==> config.mk <==
export PLATFORM = sky130hd
export DESIGN_NAME = biw_packet_builder
export DESIGN_NICKNAME = d
export VERILOG_FILES = /design/src/core/biw_packet_builder.v /design/src/core/biw_field_decode.v
export VERILOG_INCLUDE_DIRS = /design/src /design/src/core
export SDC_FILE = /design/constraint.sdc
export NUM_CORES = 1
export LEC_CHECK = 0
export BUFFER_PORTS_ARGS = -buffer_cell sky130_fd_sc_hd__buf_2
export CORE_UTILIZATION = 30
export DETAILED_ROUTE_END_ITERATION = 8
export PLACE_DENSITY_LB_ADDON = 0.1
export SLEW_MARGIN = 20
export SYNTH_ARGS = -nofsm -noshare
export SYNTH_HDL_FRONTEND = slang
export SYNTH_SLANG_ARGS = --single-unit
==> constraint.sdc <==
create_clock -name i_mclk -period 1.7 [get_ports i_mclk]
set_input_delay 0.34 -clock i_mclk [delete_from_list [all_inputs] [get_ports i_mclk]]
set_output_delay 0.34 -clock i_mclk [all_outputs]
set_load 0.01 [all_outputs]
==> src/core/biw_consts.vh <==
`ifndef BIW_CONSTS_VH
`define BIW_CONSTS_VH

// register byte offsets on the axi4-lite slave
`define REG_CTRL_OFS       6'h00
`define REG_STATUS_OFS     6'h04
`define REG_DATE_OFS       6'h08
`define REG_TIME_OFS       6'h0C
`define REG_ZONE_OFS       6'h10
`define REG_LAST_PKT_OFS   6'h14

// field positions
`define CTRL_SEND_BIT      0
`define STAT_PEND_BIT      0
`define STAT_OVF_BIT       1
`define STAT_RANGE_BIT     2

// reset values
`define CTRL_RST           1'h0
`define WORD_RST           32'h0000_0000

// word format codes
`define FMT_DATE           3'h1
`define FMT_HMS            3'h2
`define FMT_HMS_ALT        3'h3
`define FMT_ZONE           3'h5
`define SUB_ZONE_A         4'h4
`define SUB_ZONE_B         4'h5

// packet framing
`define PKT_ID             8'h00
`define ERR_LIMIT          3'h2

// bus answers
`define RESP_OKAY          2'h0
`define RESP_SLVERR        2'h2

`endif

==> src/core/biw_packet_builder.v <==
`timescale 1ns/1ps
`include "biw_consts.vh"

// Functional notes
// first block_info_word of each phase is kept internally, never sent to host
// with send_time_words_enable set, date, time and zone words are sent
// with the enable set, errored words are sent marked errored, any format
// vector and message words tied to a system message word are not decoded
// error flag when more than two bit errors or check fails after correction
// phase field codes A, B, C, D as 0, 1, 2, 3
// host ignores unused packet bits; they may hold any value
// format field holds only 001, 010 or 101 when error flag is clear
// byte 3 zero, byte 2 error/phase/format, bytes 1-0 fourteen information bits
// date word: month bits 13-10, day 9-5, year 4-0
// month codes January..December as 0001..1100
// day codes days 1..31 starting at 00001
// time word: coarse seconds 13-11, minutes 10-5, hours 4-0
// zone word: accurate seconds, unused bit, dst flag, zone, subtype
// system message sent only for subtype 0100 or 0101
// transmitter sends a time word in every phase of frame 0 cycle 0
// with the enable clear no block_info_word packets are generated
// year counts modulo 32 starting at 1994
// coarse seconds count 7.5 s steps, 0 to 52.5 s
// minutes code 0..59
// hours code 0..23
module biw_packet_builder (
  input  wire        i_mclk,          // 40 mhz clock
  input  wire        i_rst_n,         // synchronous reset, active low
  input  wire        i_frame_start,   // pulse at each new frame
  input  wire        i_word_valid,    // pulse: one block_info_word received
  input  wire [1:0]  i_word_phase,    // phase of that word, 0 = A
  input  wire [2:0]  i_word_fmt,      // word format field
  input  wire [13:0] i_word_info,     // information bits
  input  wire [2:0]  i_word_err_cnt,  // bit errors found, saturating
  input  wire        i_word_chk_fail, // check character failed
  output reg         o_pkt_valid,     // packet waiting for the host
  output reg  [31:0] o_pkt_data,      // four packet bytes, byte 3 on top
  input  wire        i_pkt_ready,     // host takes the packet
  input  wire        s_axi_awvalid,   // write address valid
  output reg         s_axi_awready,   // write address ready
  input  wire [5:0]  s_axi_awaddr,    // write byte address
  input  wire        s_axi_wvalid,    // write data valid
  output reg         s_axi_wready,    // write data ready
  input  wire [31:0] s_axi_wdata,     // write data
  input  wire [3:0]  s_axi_wstrb,     // write byte enables
  output reg         s_axi_bvalid,    // write response valid
  input  wire        s_axi_bready,    // write response ready
  output reg  [1:0]  s_axi_bresp,     // write response
  input  wire        s_axi_arvalid,   // read address valid
  output reg         s_axi_arready,   // read address ready
  input  wire [5:0]  s_axi_araddr,    // read byte address
  output reg         s_axi_rvalid,    // read data valid
  input  wire        s_axi_rready,    // read data ready
  output reg  [31:0] s_axi_rdata,     // read data
  output reg  [1:0]  s_axi_rresp      // read response
);

  // fields and flags from the word decoder
  wire        dec_err;
  wire        dec_sendable;
  wire        dec_is_date;
  wire        dec_is_hms;
  wire        dec_is_zone;
  wire        dec_range_ok;
  wire [3:0]  dec_month;
  wire [4:0]  dec_day;
  wire [4:0]  dec_year;
  wire [2:0]  dec_csec;
  wire [5:0]  dec_minute;
  wire [4:0]  dec_hour;
  wire [2:0]  dec_asec;
  wire        dec_dst;
  wire [4:0]  dec_zone;
  wire [3:0]  dec_subtype;

  // state kept across words and the held halves of a bus write
  reg         send_en_r;
  reg         ovf_r;
  reg         range_ok_r;
  reg  [7:0]  sent_cnt_r;
  reg  [3:0]  seen_r;
  reg  [31:0] date_r;
  reg  [31:0] time_r;
  reg  [31:0] zone_r;
  reg  [31:0] last_pkt_r;
  reg         aw_held_r;
  reg  [5:0]  aw_addr_r;
  reg         w_held_r;
  reg  [31:0] w_data_r;
  reg  [3:0]  w_strb_r;

  // per-word decisions and bus strobes
  wire [3:0]  seen_nxt;
  wire        first_word;
  wire        forward;
  wire        slot_free;
  wire [31:0] pkt_nxt;
  wire        do_write;
  wire        ovf_clr;
  wire [2:0]  fmt_out;

  biw_field_decode u_decode (
    .i_info       (i_word_info),
    .i_fmt        (i_word_fmt),
    .i_err_cnt    (i_word_err_cnt),
    .i_check_fail (i_word_chk_fail),
    .o_err        (dec_err),
    .o_sendable   (dec_sendable),
    .o_is_date    (dec_is_date),
    .o_is_hms     (dec_is_hms),
    .o_is_zone    (dec_is_zone),
    .o_range_ok   (dec_range_ok),
    .o_month      (dec_month),
    .o_day        (dec_day),
    .o_year       (dec_year),
    .o_csec       (dec_csec),
    .o_minute     (dec_minute),
    .o_hour       (dec_hour),
    .o_asec       (dec_asec),
    .o_dst        (dec_dst),
    .o_zone       (dec_zone),
    .o_subtype    (dec_subtype)
  );

  // one seen flag per phase; a new frame re-arms all four
  // phases unused at the lower data rates simply stay unseen
  genvar ph;
  generate
    for (ph = 0; ph < 4; ph = ph + 1) begin : g_phase
      assign seen_nxt[ph] = i_frame_start ? 1'b0 :
                            (seen_r[ph] | (i_word_valid & (i_word_phase == ph)));
    end
  endgenerate

  // a frame start with a word in the same cycle clears the flags after the word is judged
  // the frame-structure word is consumed here and never offered
  assign first_word = ~seen_r[i_word_phase];

  // errored words pass whatever their format; clean ones only if they carry time.
  // the attached vector and message words are never looked at here
  assign forward = i_word_valid & send_en_r & ~first_word &
                   (dec_err | dec_sendable);

  // a clean time word under the alternate code goes out as 010, so clean
  // packets only ever carry the three codes the host knows
  assign fmt_out = (dec_is_hms & ~dec_err) ? `FMT_HMS : i_word_fmt;

  // unused bits are driven to zero, the host must not rely on it
  assign pkt_nxt = {`PKT_ID, dec_err, i_word_phase, 2'b00, fmt_out,
                    2'b00, i_word_info};

  // single packet slot; freed in the same cycle the host takes it
  // a host slower than the word rate loses words; the status flag shows it
  assign slot_free = ~o_pkt_valid | i_pkt_ready;

  // packet output stage; a word that finds the slot busy is dropped
  // a new packet may load in the very cycle the host takes the old one
  always @(posedge i_mclk) begin
    if (!i_rst_n) begin
      o_pkt_valid <= 1'b0;
      o_pkt_data  <= `WORD_RST;
      seen_r      <= 4'h0;
    end else begin
      seen_r <= seen_nxt;
      if (forward && slot_free) begin
        o_pkt_valid <= 1'b1;
        o_pkt_data  <= pkt_nxt;
      end else if (i_pkt_ready) begin
        o_pkt_valid <= 1'b0;
      end
    end
  end

  // decoded views of the last clean word of each kind, for software
  // the count wraps at 256 and includes words dropped for a busy slot
  // errored words update only the packet copy and the count, never the decoded views
  always @(posedge i_mclk) begin
    if (!i_rst_n) begin
      date_r     <= `WORD_RST;
      time_r     <= `WORD_RST;
      zone_r     <= `WORD_RST;
      last_pkt_r <= `WORD_RST;
      range_ok_r <= 1'b1;
      sent_cnt_r <= 8'h00;
    end else if (forward) begin
      last_pkt_r <= pkt_nxt;
      sent_cnt_r <= sent_cnt_r + 8'h01;
      if (!dec_err) begin
        range_ok_r <= dec_range_ok;
        if (dec_is_date) begin
          date_r <= {18'h0_0000, dec_month, dec_day, dec_year};
        end
        if (dec_is_hms) begin
          time_r <= {18'h0_0000, dec_csec, dec_minute, dec_hour};
        end
        if (dec_is_zone) begin
          zone_r <= {18'h0_0000, dec_asec, 1'b0, dec_dst, dec_zone, dec_subtype};
        end
      end
    end
  end

  // write channel: address and data may come in either order
  // ready pulses last one cycle and are not repeated while a half is held
  // writes to the read-only views answer okay and change nothing
  assign do_write = aw_held_r & w_held_r & ~s_axi_bvalid;
  assign ovf_clr  = do_write & (aw_addr_r == `REG_STATUS_OFS) & w_strb_r[0] &
                    w_data_r[`STAT_OVF_BIT];

  always @(posedge i_mclk) begin
    if (!i_rst_n) begin
      aw_held_r     <= 1'b0;
      aw_addr_r     <= 6'h00;
      w_held_r      <= 1'b0;
      w_data_r      <= `WORD_RST;
      w_strb_r      <= 4'h0;
      s_axi_awready <= 1'b0;
      s_axi_wready  <= 1'b0;
      s_axi_bvalid  <= 1'b0;
      s_axi_bresp   <= `RESP_OKAY;
      send_en_r     <= `CTRL_RST;
    end else begin
      s_axi_awready <= ~aw_held_r & ~s_axi_awready & s_axi_awvalid;
      s_axi_wready  <= ~w_held_r & ~s_axi_wready & s_axi_wvalid;
      if (s_axi_awvalid && s_axi_awready) begin
        aw_held_r <= 1'b1;
        aw_addr_r <= s_axi_awaddr;
      end
      if (s_axi_wvalid && s_axi_wready) begin
        w_held_r <= 1'b1;
        w_data_r <= s_axi_wdata;
        w_strb_r <= s_axi_wstrb;
      end
      if (do_write) begin
        aw_held_r    <= 1'b0;
        w_held_r     <= 1'b0;
        s_axi_bvalid <= 1'b1;
        case (aw_addr_r)
          `REG_CTRL_OFS: begin
            s_axi_bresp <= `RESP_OKAY;
            if (w_strb_r[0]) begin
              send_en_r <= w_data_r[`CTRL_SEND_BIT];
            end
          end
          `REG_STATUS_OFS, `REG_DATE_OFS, `REG_TIME_OFS,
          `REG_ZONE_OFS, `REG_LAST_PKT_OFS: begin
            s_axi_bresp <= `RESP_OKAY;
          end
          default: begin
            s_axi_bresp <= `RESP_SLVERR;
          end
        endcase
      end else if (s_axi_bvalid && s_axi_bready) begin
        s_axi_bvalid <= 1'b0;
      end
    end
  end

  // overflow flag: a drop in the cycle of the clear keeps the flag set
  // software clears it by writing a one to its bit
  always @(posedge i_mclk) begin
    if (!i_rst_n) begin
      ovf_r <= 1'b0;
    end else if (forward && !slot_free) begin
      ovf_r <= 1'b1;
    end else if (ovf_clr) begin
      ovf_r <= 1'b0;
    end
  end

  // read channel: one read at a time, answer one cycle after the address
  // unmapped offsets read as zero with an error response
  always @(posedge i_mclk) begin
    if (!i_rst_n) begin
      s_axi_arready <= 1'b0;
      s_axi_rvalid  <= 1'b0;
      s_axi_rdata   <= `WORD_RST;
      s_axi_rresp   <= `RESP_OKAY;
    end else begin
      s_axi_arready <= ~s_axi_arready & ~s_axi_rvalid & s_axi_arvalid;
      if (s_axi_arvalid && s_axi_arready) begin
        s_axi_rvalid <= 1'b1;
        s_axi_rresp  <= `RESP_OKAY;
        case (s_axi_araddr)
          `REG_CTRL_OFS:     s_axi_rdata <= {31'h0000_0000, send_en_r};
          `REG_STATUS_OFS:   s_axi_rdata <= {16'h0000, sent_cnt_r, 5'h00,
                                             range_ok_r, ovf_r, o_pkt_valid};
          `REG_DATE_OFS:     s_axi_rdata <= date_r;
          `REG_TIME_OFS:     s_axi_rdata <= time_r;
          `REG_ZONE_OFS:     s_axi_rdata <= zone_r;
          `REG_LAST_PKT_OFS: s_axi_rdata <= last_pkt_r;
          default: begin
            s_axi_rdata <= `WORD_RST;
            s_axi_rresp <= `RESP_SLVERR;
          end
        endcase
      end else if (s_axi_rvalid && s_axi_rready) begin
        s_axi_rvalid <= 1'b0;
      end
    end
  end

endmodule // biw_packet_builder

==> src/core/biw_field_decode.v <==
`timescale 1ns/1ps
`include "biw_consts.vh"

// splits one received word into its fields and decides if it may be sent
module biw_field_decode (
  input  wire [13:0] i_info,       // information bits 13..0
  input  wire [2:0]  i_fmt,        // word format field
  input  wire [2:0]  i_err_cnt,    // bit errors seen by the corrector
  input  wire        i_check_fail, // check character failed after correction
  output wire        o_err,        // packet error flag
  output wire        o_sendable,   // word carries time information
  output wire        o_is_date,    // month/day/year word
  output wire        o_is_hms,     // second/minute/hour word
  output wire        o_is_zone,    // accurate seconds / zone word
  output wire        o_range_ok,   // decoded fields lie in their legal ranges
  output wire [3:0]  o_month,      // month 1..12
  output wire [4:0]  o_day,        // day 1..31
  output wire [4:0]  o_year,       // year modulo 32 from 1994
  output wire [2:0]  o_csec,       // coarse seconds in 7.5 s steps
  output wire [5:0]  o_minute,     // minutes 0..59
  output wire [4:0]  o_hour,       // hours 0..23
  output wire [2:0]  o_asec,       // accurate seconds
  output wire        o_dst,        // daylight savings flag
  output wire [4:0]  o_zone,       // time zone code
  output wire [3:0]  o_subtype     // system message subtype
);

  // error flag: too many bit errors or failed check after correction
  assign o_err = (i_err_cnt > `ERR_LIMIT) | i_check_fail;

  // the time word is accepted under both codes seen for it
  assign o_is_date = (i_fmt == `FMT_DATE);
  assign o_is_hms  = (i_fmt == `FMT_HMS) | (i_fmt == `FMT_HMS_ALT);
  assign o_is_zone = (i_fmt == `FMT_ZONE);

  // date layout: month, day, year
  assign o_month = i_info[13:10];
  assign o_day   = i_info[9:5];
  assign o_year  = i_info[4:0];

  // time layout: coarse seconds, minute, hour
  assign o_csec   = i_info[13:11];
  assign o_minute = i_info[10:5];
  assign o_hour   = i_info[4:0];

  // zone layout; bit 10 is unused and ignored
  assign o_asec    = i_info[13:11];
  assign o_dst     = i_info[9];
  assign o_zone    = i_info[8:4];
  assign o_subtype = i_info[3:0];

  // other subtypes of a system message carry no time and are dropped
  assign o_sendable = o_is_date | o_is_hms |
                      (o_is_zone & ((o_subtype == `SUB_ZONE_A) |
                                    (o_subtype == `SUB_ZONE_B)));

  // range check for software; the word is forwarded whatever the result
  assign o_range_ok = o_is_date ? ((o_month != 4'h0) & (o_month <= 4'hC) &
                                   (o_day != 5'h00)) :
                      o_is_hms  ? ((o_minute <= 6'h3B) & (o_hour <= 5'h17)) :
                      1'b1;

endmodule // biw_field_decode

==> impl_metrics.env <==
export IMPL_period_minus_slack_ps=1620
export IMPL_start_util=0.306
export IMPL_firstDrtPassIters=8
export IMPL_hp_class="input pin to register"
export IMPL_fmax_ghz=0.616
export IMPL_critPathCaptureType="register"
export IMPL_antenna_diode_count=0
export IMPL_final_hold_viol_count=0
export IMPL_worstSkewPairLatency_ps=420
export IMPL_tightest_slew_ps=503
export IMPL_netlist_instances=670
export IMPL_die_y_um=143
export IMPL_ys_ff_latch=137
export IMPL_grt_pass1_vias=5318
export IMPL_die_area_um2=20400
export IMPL_grt_pass1_wl_um=28700
export IMPL_yosysSeqAreaShare=0.460
export IMPL_synth_edf_count=0
export IMPL_crit_path_top_delay_cell="or4_1"
export IMPL_grt_max_degree=81
export IMPL_yosys_warnings=0
export IMPL_wl_um=18200
export IMPL_cp_arrival_ps=1980
export IMPL_critPathKind="register to register"
export IMPL_ys_async_sr_fraction=0
export IMPL_p_comb_frac=0.065
export IMPL_synth_ff_type="dfxtp_1"
export IMPL_powerDensity_nw_per_um2=967
export IMPL_row_count=51
export IMPL_clock_path_buffers=2
export IMPL_syn_area_per_cell_um2=8.90
export IMPL_grt_usage=0.188
export IMPL_slowest_delay_ps=520
export IMPL_cap_violations=0
export IMPL_intPower_mw=5.89
export IMPL_synth_area_leaders="dfxtp_1 46%, mux2i_1 12%, nand2_1 7.4%"
export IMPL_setup_viol=0
export IMPL_die_width_um=143
export IMPL_drtIter0Drc=311
export IMPL_pwr_share_clk=0.511
export IMPL_critPathBufInv=1
export IMPL_p_sw_mw=1.77
export IMPL_layout_drive_gt1_share=0.282
export IMPL_gp_congestion=0.834
export IMPL_rsz0062_at_grt="no"
export IMPL_route_detailed_drc=0
export IMPL_synth_top_cell_area_share=0.460
export IMPL_yosysUniqueCellTypes=53
export IMPL_nets=909
export IMPL_path_cells="mux2i_2 > o22a_2 > buf_6 > or4_1 > a21oi_2"
export IMPL_antenna_found_initial=1
export IMPL_port_buffers=97
export IMPL_htree_levels=4
export IMPL_pin_count=155
export IMPL_status="completed"
export IMPL_cp_max_fo=8
export IMPL_cp_start_kind="register"
export IMPL_leakage_nw=3.34
export IMPL_synth_largest_area_cell="dfxtp_1"
export IMPL_netSwitchingFraction=0.231
export IMPL_vias=5399
export IMPL_cts_tree="done"
export IMPL_pwr_share_seq=0.424
export IMPL_crit_required_ps=2060
export IMPL_syn_area_um2=5960
export IMPL_cpLargestDelayFamily="simple AND/OR/NAND/NOR gates"
export IMPL_post_route_period_util=0.955
export IMPL_maxSlewHeadroom=0.663
export IMPL_hpwl_um=13800
export IMPL_cts_hold_buf=0
export IMPL_core_area_um2=19500
export IMPL_grt_ovfl_total=0
export IMPL_postRouteAntennaNets=0
export IMPL_cts_buffers_inserted=17
export IMPL_wl_per_cell_um=16.5
export IMPL_clock_sinks=137
export IMPL_cts_root_buffer="clkbuf_16"
export IMPL_ir_drop_mv=0.615
export IMPL_slew_violations=0
export IMPL_area_delta_synth_final_pct=32.8
export IMPL_hold_ws_ps=158
export IMPL_clkTransAtPathRegs_ps=60
export IMPL_final_util=0.407
export IMPL_skew_ps=5.15
export IMPL_via_per_inst=4.89
## cell families (layout without fill, tap and decap cells)
group | after synthesis | after routing | share of synthesized area
AO/OA/AOI/OAI | 138 | 138 | 0.142
adder cells (fa/ha/maj) | 1 | 1 | 0.00210
buffers and inverters | 75 | 222 | 0.0671
flip-flops | 137 | 137 | 0.460
multiplexers | 72 | 72 | 0.121
other | 1 | 24 | 0.000629
AND/OR/NAND/NOR | 246 | 246 | 0.207
## timing repair
item                       CTS  global route
setup buffers                0             0
setup endpoints to repair    1            27
resized for setup            1             5
cloned                       0             0
pin swaps                    0             2
## routing by layer
| metal | part of all wire | vias to the layer above | routed length, um | GRT usage |
|---|---|---|---|---|
| met5 | 0 | - | 0 | 0 |
| met4 | 0.023 | 0 | 412 | 0.0724 |
| met3 | 0.042 | 27 | 771 | 0.0399 |
| met2 | 0.48 | 146 | 8670 | 0.303 |
| met1 | 0.46 | 2559 | 8360 | 0.244 |
| li1 | - | 2667 | - | - |
## path summary, 6_finish.rpt
| check | to | slack (ps) | cells past startpoint | from |
|---|---|---|---|---|
| max | sent_cnt_r[4]$_SDFFE_PN0P_ | 80 | 5 | seen_r[3]$_SDFF_PP0_ |
| min | s_axi_arready$_SDFF_PN0_ | 160 | 3 | s_axi_arvalid |
| max reg2reg | sent_cnt_r[4]$_SDFFE_PN0P_ | 80 | 5 | seen_r[3]$_SDFF_PP0_ |
| min reg2reg | s_axi_arready$_SDFF_PN0_ | 440 | 1 | s_axi_rvalid$_SDFFE_PN0P_ |
## worst min-delay path, delay by kind of cell
kind          cells  cell delay [ps]
buf+inv           1              110
simple gates      2               80
## per-stage QoR
stage	instances	worst slack (ps)	total power [mW]	TNS (ps)	instance area, um^2
2_1_floorplan	693	2.30	3.58	0	6090
3_3_place_gp	1073	-223	3.81	-9440	7280
3_5_place_dp	1073	-225	3.81	-10900	7280
4_1_cts	1105	1.29	7.74	0	7910
5_1_grt	1105	12.7	7.95	0	7920
6_report	1105	76.2	7.66	0	7920
## Yosys cell counts (2+ instances only)
| cell type | instances |
|---|---|
| a211o_1 | 2 |
| a211oi_1 | 13 |
| a21oi_1 | 57 |
| a221oi_1 | 2 |
| a222oi_1 | 6 |
| a31oi_1 | 3 |
| a32oi_1 | 4 |
| buf_1 | 3 |
| buf_2 | 8 |
| buf_4 | 25 |
| buf_6 | 2 |
| clkbuf_1 | 34 |
| dfxtp_1 | 137 |
| inv_1 | 2 |
| mux2i_1 | 72 |
| nand2_1 | 117 |
| nand2b_1 | 7 |
| nand3_1 | 45 |
| nand3_2 | 2 |
| nand3b_1 | 17 |
| nand4_1 | 4 |
| nor2_1 | 11 |
| nor2b_1 | 3 |
| nor3_1 | 12 |
| nor3_2 | 2 |
| nor3b_1 | 5 |
| nor4_1 | 4 |
| o211ai_1 | 2 |
| o21a_1 | 2 |
| o21ai_0 | 35 |
| o31ai_1 | 2 |
| or3_1 | 4 |
| or3b_2 | 2 |
| or4_1 | 5 |
## power by group through the flow
stage	sequential, mW	clock [mW]	combinational, mW
finish	3.25	3.92	0.497
global placement	3.32	0	0.489
floorplan	3.32	0	0.263
CTS	3.25	4.00	0.498
global route	3.25	4.15	0.545
detailed placement	3.32	0	0.496
## flip-flops by register name, summed over array words and instances (netlist names), 2 cells and up
name,count
aw_addr_r,6
date_r,14
last_pkt_r,20
o_pkt_data,20
s_axi_rdata,22
seen_r,4
sent_cnt_r,8
time_r,14
w_data_r,2
zone_r,13
## final cells by class
| cell class | instances | area (um^2) |
|---|---|---|
| Multi-Input combinational cell | 481 | 2940 |
| Inverter | 3 | 11.3 |
| Clock buffer | 18 | 429 |
| Timing Repair Buffer | 187 | 1260 |
| Fill cell | 1941 | 11500 |
| Clock inverter | 14 | 194 |
| Tap cell | 265 | 332 |
| Sequential cell | 137 | 2750 |
## placed cells by master (no fill, tap or decap), types with 3 or more instances in the layout
cell type	netlist	final
dfxtp_1	137	135
nand2_1	117	117
buf_2	8	97
buf_4	25	81
mux2i_1	72	71
a21oi_1	57	56
nand3_1	45	45
o21ai_0	35	35
conb_1	1	24
nand3b_1	17	17
clkbuf_16	0	17
a211oi_1	13	13
nor3_1	12	12
nor2_1	11	11
buf_12	0	8
nand2b_1	7	7
a222oi_1	6	6
nor3b_1	5	5
or4_1	5	5
or3_1	4	4
nor4_1	4	4
nand4_1	4	4
a32oi_1	4	4
inv_6	0	4
bufinv_16	0	4
nor2b_1	3	3
a31oi_1	3	3
clkinv_2	0	3
Note: power is estimated with default switching activity, not from simulation.
